File: config.mk
export PLATFORM = sky130hd
export DESIGN_NAME = irq_prio_ctrl
export DESIGN_NICKNAME = d
export VERILOG_FILES = /design/src/irq_prio_pkg.sv /design/src/irq_prio_ctrl.sv /design/src/prio_arbiter.sv /design/src/timed_disable.sv
export SDC_FILE = /design/constraint.sdc
export NUM_CORES = 1
export LEC_CHECK = 0
export BUFFER_PORTS_ARGS = -buffer_cell sky130_fd_sc_hd__buf_2
export CAP_MARGIN = 0
export CORE_UTILIZATION = 45
export CTS_BUF_LIST = sky130_fd_sc_hd__clkbuf_2 sky130_fd_sc_hd__clkbuf_4 sky130_fd_sc_hd__clkbuf_8
export CTS_CLUSTER_DIAMETER = 100
export DETAILED_ROUTE_END_ITERATION = 8
export PLACE_DENSITY = 0.73
export RECOVER_POWER = 25
export REMOVE_ABC_BUFFERS = 1
export SYNTH_ARGS = -nofsm -noshare
export SYNTH_HDL_FRONTEND = slang
export SYNTH_HIERARCHICAL = 1
export SYNTH_SLANG_ARGS = --single-unit
File: constraint.sdc
create_clock -name pclk -period 25 [get_ports pclk]
set_input_delay 2.5 -clock pclk [delete_from_list [all_inputs] [get_ports pclk]]
set_output_delay 2.5 -clock pclk [all_outputs]
set_load 0.02 [all_outputs]
File: src/irq_prio_pkg.sv
// shared constants and types for the interrupt priority and masking block
package irq_prio_pkg;
	localparam int NUM_SRC = 13;
	localparam int NUM_TRAP = 4;
	localparam logic [2:0] PRIO_RESET = 3'h4;
	localparam logic [2:0] PRIO_OFF = 3'h0;
	localparam logic [3:0] LEVEL_TOP_USER = 4'h7;
	localparam logic [15:0] PRIO_MASK_TOUCH = 16'h0070;
	localparam logic [15:0] PRIO_MASK_UART3 = 16'h7770;
	localparam logic [15:0] PRIO_MASK_U4E_I2C3 = 16'h7077;
	localparam logic [15:0] PRIO_MASK_SPI3_U4 = 16'h7777;
	localparam logic [15:0] PRIO_MASK_CAP_CMP = 16'h0077;
	localparam logic [15:0] PRIO_RESET_WORD = 16'h4444;
	localparam int FIELD_A_LSB = 12;
	localparam int FIELD_B_LSB = 8;
	localparam int FIELD_C_LSB = 4;
	localparam int FIELD_D_LSB = 0;
	localparam int NEST_DIS_BIT = 15;
	// register byte addresses
	localparam logic [7:0] ADDR_PRIO_TOUCH = 8'h00;
	localparam logic [7:0] ADDR_PRIO_UART3 = 8'h04;
	localparam logic [7:0] ADDR_PRIO_U4E_I2C3 = 8'h08;
	localparam logic [7:0] ADDR_PRIO_SPI3_U4 = 8'h0c;
	localparam logic [7:0] ADDR_PRIO_CAP_CMP = 8'h10;
	localparam logic [7:0] ADDR_CONTROL_ONE = 8'h14;
	localparam logic [7:0] ADDR_FLAGS = 8'h18;
	localparam logic [7:0] ADDR_FLAG_CLR = 8'h1c;
	localparam logic [7:0] ADDR_ENABLE = 8'h20;
	localparam logic [7:0] ADDR_CPU_STATUS = 8'h24;
	localparam logic [7:0] ADDR_TIMED_DIS = 8'h28;
	localparam logic [7:0] ADDR_IRQ_STATUS = 8'h2c;
	localparam logic [7:0] ADDR_IRQ_CLEAR = 8'h30;
	localparam logic [7:0] ADDR_IRQ_ENABLE = 8'h34;
	// status event bit positions
	localparam int EV_ENTRY = 0;
	localparam int EV_TRAP = 1;
	localparam int EV_TDIS_END = 2;
	localparam int NUM_EV = 3;
	typedef struct packed {
		logic valid;
		logic is_trap;
		logic [3:0] level;
		logic [3:0] index;
	} irq_req_t;
	typedef struct packed {
		logic [3:0] cpu_level;
		logic in_service;
	} cpu_ctx_t;
endpackage

File: src/irq_prio_ctrl.sv
// Added by the designer: the placing of the registers and the APB interface to the registers.
`timescale 1ns/1ns
// interrupt priority, masking and entry/return control with apb registers
//
// Overview of operation
// - each source has a three-bit level, 111 highest, 001 lowest.
// - a level field of 000 stops the source from ever requesting.
// - reset puts every user level field at 100, level four.
// - unimplemented priority register bits read zero and ignore writes.
// - fields sit at bits 14-12, 10-8, 6-4, 2-0; gaps unimplemented.
// - nesting disable at control bit 15 blocks preemption of active service by user sources; traps still preempt.
// - a source requests only with both its flag and enable set.
// - flags stay set until cleared; a set flag re-enters after return.
// - return restores saved level and status low byte.
// - trap flags stay set until cleared and re-enter their handler.
// - cpu level seven masks all user sources.
// - restoring a lower cpu level re-enables higher user sources.
// - traps at levels 8 to 11 are never masked.
// - timed disable blocks levels 1 to 6 for a set period.
// - level seven sources still interrupt during timed disable.
module irq_prio_ctrl
	import irq_prio_pkg::*;
(
	input wire logic pclk,
	input wire logic presetn,
	input wire logic psel,
	input wire logic penable,
	input wire logic pwrite,
	input wire logic [7:0] paddr,
	input wire logic [31:0] pwdata,
	output logic [31:0] prdata,
	output logic pready,
	output logic pslverr,
	input wire logic [NUM_SRC-1:0] src_event,
	input wire logic [NUM_TRAP-1:0] trap_event,
	input wire logic cpu_ack,
	input wire logic cpu_return,
	output logic cpu_req,
	output logic [3:0] cpu_req_level,
	output logic [3:0] cpu_req_index,
	output logic cpu_req_trap,
	output logic [3:0] cpu_level,
	output logic irq
);
	logic [15:0] prio_reg [5];
	logic nest_dis_reg;
	logic [NUM_TRAP-1:0] trap_flag_reg;
	logic [NUM_SRC-1:0] flag_reg;
	logic [NUM_SRC-1:0] enable_reg;
	logic [3:0] level_reg;
	logic [7:0] status_low_reg;
	logic [3:0] save_level_reg [16];
	logic [7:0] save_status_reg [16];
	logic [3:0] depth_reg;
	logic [NUM_EV-1:0] ev_status_reg;
	logic [NUM_EV-1:0] ev_enable_reg;
	logic [3*NUM_SRC-1:0] prio_flat;
	logic [15:0] prio_mask [5];
	irq_req_t winner;
	logic tdis_active;
	logic tdis_done;
	logic wr_en;
	logic rd_en;
	logic [4:0] wr_idx;
	logic addr_ok;
	logic allowed;
	logic [NUM_EV-1:0] ev_set;
	logic [31:0] read_word;

	assign prio_mask[0] = PRIO_MASK_TOUCH;
	assign prio_mask[1] = PRIO_MASK_UART3;
	assign prio_mask[2] = PRIO_MASK_U4E_I2C3;
	assign prio_mask[3] = PRIO_MASK_SPI3_U4;
	assign prio_mask[4] = PRIO_MASK_CAP_CMP;

	// apb strobes; zero wait state slave
	// refused offsets must not alias onto a register through the unused address bits
	assign wr_en = psel && penable && pwrite && addr_ok;
	assign rd_en = psel && !penable && !pwrite;
	assign wr_idx = paddr[6:2];

	// unpack source levels into one vector, order fixed by register layout
	assign prio_flat = {
		prio_reg[4][2:0], prio_reg[4][6:4],
		prio_reg[3][2:0], prio_reg[3][6:4], prio_reg[3][10:8], prio_reg[3][14:12],
		prio_reg[2][2:0], prio_reg[2][6:4], prio_reg[2][14:12],
		prio_reg[1][6:4], prio_reg[1][10:8], prio_reg[1][14:12],
		prio_reg[0][6:4]
	};

	prio_arbiter u_arb (
		.pending(flag_reg & enable_reg),
		.prio(prio_flat),
		.trap_pending(trap_flag_reg),
		.winner(winner)
	);

	timed_disable u_tdis (
		.pclk(pclk),
		.presetn(presetn),
		.load(wr_en && paddr == ADDR_TIMED_DIS),
		.count(pwdata[13:0]),
		.active(tdis_active),
		.done(tdis_done)
	);

	// decide whether the winner may interrupt now
	always_comb begin
		allowed = 1'b0;
		if (winner.valid) begin
			if (winner.is_trap) begin
				allowed = 1'b1;
			end else if (winner.level > level_reg) begin
				// nesting disable holds off user-source preemption of a running handler
				if (!(nest_dis_reg && depth_reg != 4'h0)) begin
					// timed window spares level seven only
					allowed = !tdis_active || winner.level == LEVEL_TOP_USER;
				end
			end
		end
	end

	// priority registers: writable fields only, masks drop the gaps
	always_ff @(posedge pclk or negedge presetn) begin
		if (!presetn) begin
			// constants only, so the reset path never depends on other logic
			prio_reg[0] <= PRIO_RESET_WORD & PRIO_MASK_TOUCH;
			prio_reg[1] <= PRIO_RESET_WORD & PRIO_MASK_UART3;
			prio_reg[2] <= PRIO_RESET_WORD & PRIO_MASK_U4E_I2C3;
			prio_reg[3] <= PRIO_RESET_WORD & PRIO_MASK_SPI3_U4;
			prio_reg[4] <= PRIO_RESET_WORD & PRIO_MASK_CAP_CMP;
		end else if (wr_en && wr_idx < 5'h05) begin
			prio_reg[wr_idx[2:0]] <= pwdata[15:0] & prio_mask[wr_idx[2:0]];
		end
	end

	// control one: nesting disable and trap flags, traps cleared by writing 0
	always_ff @(posedge pclk or negedge presetn) begin
		if (!presetn) begin
			nest_dis_reg <= 1'b0;
			trap_flag_reg <= '0;
		end else begin
			if (wr_en && paddr == ADDR_CONTROL_ONE) begin
				nest_dis_reg <= pwdata[NEST_DIS_BIT];
				// new trap event wins over a clear in the same cycle
				trap_flag_reg <= (trap_flag_reg & pwdata[NUM_TRAP-1:0]) | trap_event;
			end else begin
				trap_flag_reg <= trap_flag_reg | trap_event;
			end
		end
	end

	// source flags stay until software clears; set wins over clear
	always_ff @(posedge pclk or negedge presetn) begin
		if (!presetn) begin
			flag_reg <= '0;
		end else if (wr_en && paddr == ADDR_FLAG_CLR) begin
			flag_reg <= (flag_reg & ~pwdata[NUM_SRC-1:0]) | src_event;
		end else if (wr_en && paddr == ADDR_FLAGS) begin
			flag_reg <= pwdata[NUM_SRC-1:0] | src_event;
		end else begin
			flag_reg <= flag_reg | src_event;
		end
	end

	// enable bits
	always_ff @(posedge pclk or negedge presetn) begin
		if (!presetn) begin
			enable_reg <= '0;
		end else if (wr_en && paddr == ADDR_ENABLE) begin
			enable_reg <= pwdata[NUM_SRC-1:0];
		end
	end

	// cpu level, status low byte and save stack for entry and return
	always_ff @(posedge pclk or negedge presetn) begin
		if (!presetn) begin
			level_reg <= 4'h0;
			status_low_reg <= 8'h00;
			depth_reg <= 4'h0;
			for (int i = 0; i < 16; i++) begin
				save_level_reg[i] <= 4'h0;
				save_status_reg[i] <= 8'h00;
			end
		end else if (cpu_ack && cpu_req) begin
			// entry stacks the old context and raises the level
			save_level_reg[depth_reg] <= level_reg;
			save_status_reg[depth_reg] <= status_low_reg;
			depth_reg <= depth_reg + 4'h1;
			level_reg <= cpu_req_level;
		end else if (cpu_return && depth_reg != 4'h0) begin
			// unstack; a flag still set is caught again next cycle
			level_reg <= save_level_reg[depth_reg - 4'h1];
			status_low_reg <= save_status_reg[depth_reg - 4'h1];
			depth_reg <= depth_reg - 4'h1;
		end else if (wr_en && paddr == ADDR_CPU_STATUS) begin
			// software raises to seven to mask all user sources, or restores
			status_low_reg <= pwdata[7:0];
			level_reg <= {1'b0, pwdata[7:5]};
		end
	end

	// request presented to the cpu while allowed, recomputed each cycle and dropped for a cycle after a take
	always_ff @(posedge pclk or negedge presetn) begin
		if (!presetn) begin
			cpu_req <= 1'b0;
			cpu_req_level <= 4'h0;
			cpu_req_index <= 4'h0;
			cpu_req_trap <= 1'b0;
		end else begin
			cpu_req <= allowed && !(cpu_ack && cpu_req);
			cpu_req_level <= winner.level;
			cpu_req_index <= winner.index;
			cpu_req_trap <= winner.is_trap;
		end
	end

	assign ev_set = {tdis_done, cpu_ack && cpu_req && cpu_req_trap, cpu_ack && cpu_req};

	// sticky events; set wins over write-one-to-clear
	always_ff @(posedge pclk or negedge presetn) begin
		if (!presetn) begin
			ev_status_reg <= '0;
			ev_enable_reg <= '0;
		end else begin
			if (wr_en && paddr == ADDR_IRQ_CLEAR) begin
				ev_status_reg <= (ev_status_reg & ~pwdata[NUM_EV-1:0]) | ev_set;
			end else begin
				ev_status_reg <= ev_status_reg | ev_set;
			end
			if (wr_en && paddr == ADDR_IRQ_ENABLE) begin
				ev_enable_reg <= pwdata[NUM_EV-1:0];
			end
		end
	end

	always_ff @(posedge pclk or negedge presetn) begin
		if (!presetn) begin
			irq <= 1'b0;
			cpu_level <= 4'h0;
		end else begin
			irq <= |(ev_status_reg & ev_enable_reg);
			cpu_level <= level_reg;
		end
	end

	assign addr_ok = (paddr[1:0] == 2'b00) && (paddr <= ADDR_IRQ_ENABLE);

	// read mux; refused and write-only offsets read zero
	always_comb begin
		read_word = 32'h0000_0000;
		if (addr_ok) begin
			unique case (paddr)
				ADDR_PRIO_TOUCH: read_word = {16'h0000, prio_reg[0]};
				ADDR_PRIO_UART3: read_word = {16'h0000, prio_reg[1]};
				ADDR_PRIO_U4E_I2C3: read_word = {16'h0000, prio_reg[2]};
				ADDR_PRIO_SPI3_U4: read_word = {16'h0000, prio_reg[3]};
				ADDR_PRIO_CAP_CMP: read_word = {16'h0000, prio_reg[4]};
				ADDR_CONTROL_ONE:
					read_word = {16'h0000, nest_dis_reg, 11'h000, trap_flag_reg};
				ADDR_FLAGS: read_word = {19'h0, flag_reg};
				ADDR_FLAG_CLR: read_word = 32'h0000_0000; // write-only clear
				ADDR_ENABLE: read_word = {19'h0, enable_reg};
				ADDR_CPU_STATUS: read_word = {20'h0, level_reg, status_low_reg};
				ADDR_TIMED_DIS: read_word = {31'h0, tdis_active};
				ADDR_IRQ_STATUS: read_word = {29'h0, ev_status_reg};
				ADDR_IRQ_CLEAR: read_word = 32'h0000_0000; // write-only clear
				ADDR_IRQ_ENABLE: read_word = {29'h0, ev_enable_reg};
				default: read_word = 32'h0000_0000;
			endcase
		end
	end

	// read data latched in setup phase so it is stable in the access phase
	always_ff @(posedge pclk or negedge presetn) begin
		if (!presetn) begin
			prdata <= 32'h0000_0000;
			pslverr <= 1'b0;
			pready <= 1'b0;
		end else begin
			pready <= psel && !penable;
			pslverr <= psel && !penable && !addr_ok;
			if (rd_en) begin
				prdata <= read_word;
			end
		end
	end
endmodule

File: src/prio_arbiter.sv
`timescale 1ns/1ns
// picks the highest-level pending request among user sources and traps
module prio_arbiter
	import irq_prio_pkg::*;
(
	input wire logic [NUM_SRC-1:0] pending,
	input wire logic [3*NUM_SRC-1:0] prio,
	input wire logic [NUM_TRAP-1:0] trap_pending,
	output irq_req_t winner
);
	irq_req_t cand [NUM_SRC+1];
	logic [3:0] trap_lvl;
	logic [3:0] trap_idx;

	// trap level is 8 plus its index; highest index wins
	always_comb begin
		trap_lvl = 4'h0;
		trap_idx = 4'h0;
		for (int t = 0; t < NUM_TRAP; t++) begin
			if (trap_pending[t]) begin
				trap_lvl = 4'h8 + 4'(t);
				trap_idx = 4'(t);
			end
		end
	end

	assign cand[0] = '{valid: |trap_pending, is_trap: 1'b1, level: trap_lvl, index: trap_idx};

	// linear chain; lower index wins ties as natural order
	genvar g;
	generate
		for (g = 0; g < NUM_SRC; g++) begin : g_chain
			logic [3:0] lvl;
			assign lvl = {1'b0, prio[3*g +: 3]};
			// a field of zero never requests
			assign cand[g+1] = (pending[g] && lvl != 4'h0 &&
				(!cand[g].valid || lvl > cand[g].level)) ?
				'{valid: 1'b1, is_trap: 1'b0, level: lvl, index: 4'(g)} : cand[g];
		end
	endgenerate

	assign winner = cand[NUM_SRC];
endmodule

File: src/timed_disable.sv
`timescale 1ns/1ns
// counts down a software-set window during which levels 1 to 6 are held off
module timed_disable
	import irq_prio_pkg::*;
(
	input wire logic pclk,
	input wire logic presetn,
	input wire logic load,
	input wire logic [13:0] count,
	output logic active,
	output logic done
);
	logic [13:0] cnt_reg;

	// reload wins over the running count so a new window restarts cleanly
	always_ff @(posedge pclk or negedge presetn) begin
		if (!presetn) begin
			cnt_reg <= 14'h0000;
			done <= 1'b0;
		end else begin
			done <= 1'b0;
			if (load) begin
				cnt_reg <= count;
			end else if (cnt_reg != 14'h0000) begin
				cnt_reg <= cnt_reg - 14'h0001;
				done <= (cnt_reg == 14'h0001);
			end
		end
	end

	assign active = (cnt_reg != 14'h0000);
endmodule
# After elaboration in Yosys (flattened, before gate mapping)
# Memory sizes are Yosys's and may differ from the RTL's.
# Cells that the tools add are included.
# word_totals
in_bits,64
latch_bits,0
ramBits,0
n_memories,1
mem_bits_ro,128
ff_bits,389
word_cells,279
# op_classes
order_cmp,21
n_eq_ne,15
multipliers,0
n_shift,0
n_mux,58
n_reduce_logical,105
n_div,0
bitwise,19
add_sub_neg,3
# mem_list
memory,depth,width,read_ports,rd_ports_with_merged_regs,write_ports,line,source
(no name shown),8,16,1,0,0,irq_prio_ctrl.sv:133,prio_reg[wr_idx[2:0]] <= pwdata[15:0] & prio_mask[wr_idx[2:0]];
# op_table
cell,count
$pmux W16 S12,1
$mux W10,13
$bwmux W128,1
$bwmux W80,1
$bwmux W64,1
$mux W16,4
$reduce_bool A4 Y1,14
$gt A3 B4 Y1,13
$mux W4,13
$logic_and A1 B1 Y1,49
$demux W16 S3,1
$eq A8 B6 Y1 const B,6
$mux W8,5
$or A13 B13 Y13,3
$bmux W8 S4,1
$demux W8 S4,1
$eq A8 B5 Y1 const B,4
$mux W14,2
$and A13 B13 Y13,2
$mux W13,2
$logic_not A1 Y1,18
$and A16 B16 Y16,1
$bmux W4 S4,1
$demux W4 S4,1
other kinds (35),63

# Longest topological paths before layout
# logic_depth
ltp_word,63
depth_mapped,103

# Cells and area by module
# The synthesis kept the hierarchy.
# modules_own_cells
mod,area_each_um2,cells_per_inst,instances
irq_prio_ctrl,15864.0,1192,1
prio_arbiter,2053.2,298,1
timed_disable,903.4,95,1

# Worst setup path after synthesis
# Ideal clock, no wire load.
# synth_timing
kind,register to register
startpoint,reg trap_flag_reg[0]
endpoint,reg cpu_req
setup_slack_ns,7.148
setup_time_ns,0.120
synth_period_minus_slack_ns,17.852
stages_incl_launch_ff,96
arrival_ns,17.732
n_path_buf,6
path_cell_list,dfrtp_1 -> nor4_4 -> clkbuf_1 -> nand3_1 -> ha_1 -> nand3_1 -> o21ai_0 -> o21ai_0 -> a21boi_0 -> or2_2 -> ha_1 -> a211oi_1 -> o21ai_1 -> and3_1 -> buf_2 -> o21a_1 -> ha_1 -> nor2b_1 -> [60 not listed] -> a21oi_1 -> a311oi_1 -> o21ai_0 -> clkbuf_1 -> mux2_4 -> ha_1 -> a21o_1 -> a21oi_1 -> a311oi_1 -> o21ai_1 -> and2_1 -> a221oi_2 -> ha_1 -> nor2b_1 -> o21a_1 -> o21ai_0 -> a221oi_1 -> o211a_1
# synth_rtl
item,line,source
from (decl),irq_prio_ctrl.sv:47,logic [NUM_TRAP-1:0] trap_flag_reg;
from (signal assigned),irq_prio_ctrl.sv:146,trap_flag_reg <= (trap_flag_reg & pwdata[NUM_TRAP-1:0]) | trap_event;
from (signal assigned),irq_prio_ctrl.sv:148,trap_flag_reg <= trap_flag_reg | trap_event;
to (signal assigned),irq_prio_ctrl.sv:211,cpu_req <= allowed && !(cpu_ack && cpu_req);
to (decl),irq_prio_ctrl.sv:38,"output logic cpu_req,"

==> reports/qor.txt <==
CP Launch Type -> flop
number of fill cells -> 3,531
Synth Instances -> 1,585
hpwl dp -> 35,800 um
register area share after synthesis -> 47.0%
final wirelength -> 51,900 um
CTS Sinks -> 353
Distinct cells, synth -> 102
Tcrit/Tclk final -> 83.9%
I/O pin cnt -> 113
required time of the critical path -> 25.56 ns
gr ovfl total -> 0
wire per inst -> 23.2 um
worst-path maximum fanout -> 12
largest net degree at the start of global routing -> 138
CTS Buf Count -> 61
routed via count -> 13,700
post-synthesis register bit count -> 353
core area -> 41,000 um^2
final hold vios -> 0
DR vias/cell -> 6.11
setup violators final -> 0
Synth Flop Type -> dfrtp_1
CP arrival -> 21.52 ns
worst reg2reg startpoint -> trap_flag_reg[1]
synth warn -> 6
synthesized area per cell -> 11.9 um^2
Clock transition at path regs -> 0.06 ns
R2R Setup Slk -> 4.03 ns
# Post-CTS Setup Buffers -> 0
CP max stage cell -> nor4_4
Max Root-Sink Buffers -> 3
most common cell after layout, fill and taps aside -> dfrtp_1
CP endpoint -> cpu_req
Power Total -> 0.00212 W
CP dominant cell by count -> ha_1
outcome -> complete, but fails checks
die area -> 42,600 um^2
clock skew -> 0.0306 ns
Crit. Startpoint -> trap_flag_reg[1]
vias in the first global route -> 13,600
CTS resizes -> 0
# port buffers -> 80
R2R depth -> 93
Worst-Margin Slew -> 7.17 ns
crit path kind -> reg2reg
CP max stage delay -> 0.75 ns
CP Capture Type -> flop
area share of the largest cell type after synthesis -> 45.2%
Top Metal Used -> met4
initial antenna violation count -> 1
Pleak -> 9.28 nW
VDD IR-drop max -> 0.0000683 V
Chip Width -> 207 um
DRT antenna net count -> 0
Min-Delay Path Class -> reg2reg
routed wl met3 -> 3750 um
first-pass GRT wire length -> 80,000 um
Post-synth EDFFs -> 0
most frequent cells in the layout -> 339 x dfrtp_1, 231 x mux2_2, 121 x nand2_1
DRT met1 WL -> 21,800 um
initial drt markers -> 1,125
CTS H-tree lvls -> 2
PD cells -> 101 nW/um^2
hold buffers post-CTS -> 0
Starting Density -> 45.9%
Area Overhead vs Synth -> 11.3%
Met2 Routed Length -> 24,300 um
drt pass-1 iters -> 8
Post-synth ARST share -> 100%
Final nets -> 1,764
Die H -> 207 um
CTS Root Cell -> clkbuf_8
Max-Cap Viols -> 4
synthesized area -> 18,800 um^2
share of layout cells above drive strength 1 -> 32.4%
maximum clock rate -> 0.0477 GHz
FP Rows -> 74
Final Max Slew Viols -> 308
gp weighted congestion -> 0.942
CTS tree -> yes
drt drc -> 10
relative slew slack -> -378%
unrepaired setup endpoints after global routing -> false
Setup TNS Final -> 0 ns
max FFs per register -> 128
failing checks -> design-rule violations, max-capacitance violations, max-slew violations
total track usage -> 24.8%
Area contributors post-synth -> dfrtp_1 45%, mux2_2 14%, mux4_2 5.9%
worst skew pair latency -> 0.69 ns
Tmin final -> 20.97 ns
biggest area consumer among synthesized cells -> dfrtp_1
worst r2r dst -> cpu_req
[power by group]
part | leakage (nW) | internal, W | switching, W
clock | 0.769 | 0.000354 | 0.000252
sequential | 4.41 | 0.000736 | 0.000152
combinational | 4.10 | 0.000341 | 0.000283
total | 9.28 | 0.00143 | 0.000686
[critical path: cells and delay by family (launching register included)]
family,cells,cell delay (ns)
multiplexers,1,0.31
flip-flops,1,0.48
buffers and inverters,3,0.45
AND/OR/NAND/NOR,23,4.64
AO/OA/AOI/OAI,53,11.06
adder cells (fa/ha/maj),13,3.88
[cells in the mapped netlist (all sizes together) (17+ instances only)]
cell type and n:
mux2 232, a22oi 17, nor2 71, nand2 122
nor3 24, clkbuf 53, o21ai 71, a21oi 24
inv 45, o2bb2ai 17, a211oi 20, ha 47
buf 58, mux4 56, and2 45, dfrtp 340
mux2i 22, nand3 39
[through the flow]
stage / hold WS, ns / utilization (%) / setup WS, ns / instance area, um^2 / instances
2_1_floorplan: 0.404 / - / 7.04 / 18300 / 1487
3_3_place_gp: 0.413 / 47.6 / 4.75 / 19500 / 2122
3_5_place_dp: 0.425 / 47.6 / 4.36 / 19500 / 2122
4_1_cts: 0.440 / 51.2 / 4.28 / 21000 / 2237
5_1_grt: 0.443 / 51.1 / 2.27 / 20900 / 2237
6_report: 0.438 / 51.1 / 4.03 / 21000 / 2238
[cell type report]
type                    count  area [um^2]  share of cell area [%]
multi-input cells        1089         9260                    44.2
diodes                      1         2.50                  0.0119
repair buffers            103          549                    2.62
clock buffers             102         1270                    6.04
well taps                 532          666                    3.18
inverters                  45          169                   0.806
flip-flops and latches    353         8850                    42.3
clock inverters            13          184                   0.878
[routing by layer]
metal  vias to the layer above  track usage, %
met4                         0            10.5
met3                       126            4.79
met1                      6969            33.1
li1                       6012               -
met2                       572            39.3
met5                         -               0
[logic make-up after synthesis]
group,synth area share (%)
xor+xnor,0.465
mux,21.9
buf+inv,4.15
simple gates,11.4
other cells,0.0199
fa+ha+maj,3.12
flops,47.0
compound gates,11.9
[how the worst min path moves through the flow]
stage / start / end / slack [ns] / depth (start not counted)
2_1_floorplan: u_tdis/done / ev_status_reg[2] / 0.40 / 1
3_3_place_gp: u_tdis/done / ev_status_reg[2] / 0.41 / 1
3_5_place_dp: u_tdis/done / ev_status_reg[2] / 0.43 / 1
4_1_cts: u_tdis/done / ev_status_reg[2] / 0.44 / 1
5_1_grt: u_tdis/done / ev_status_reg[2] / 0.44 / 1
6_report: u_tdis/done / ev_status_reg[2] / 0.44 / 1
Note: power is estimated with default switching activity, not from simulation.
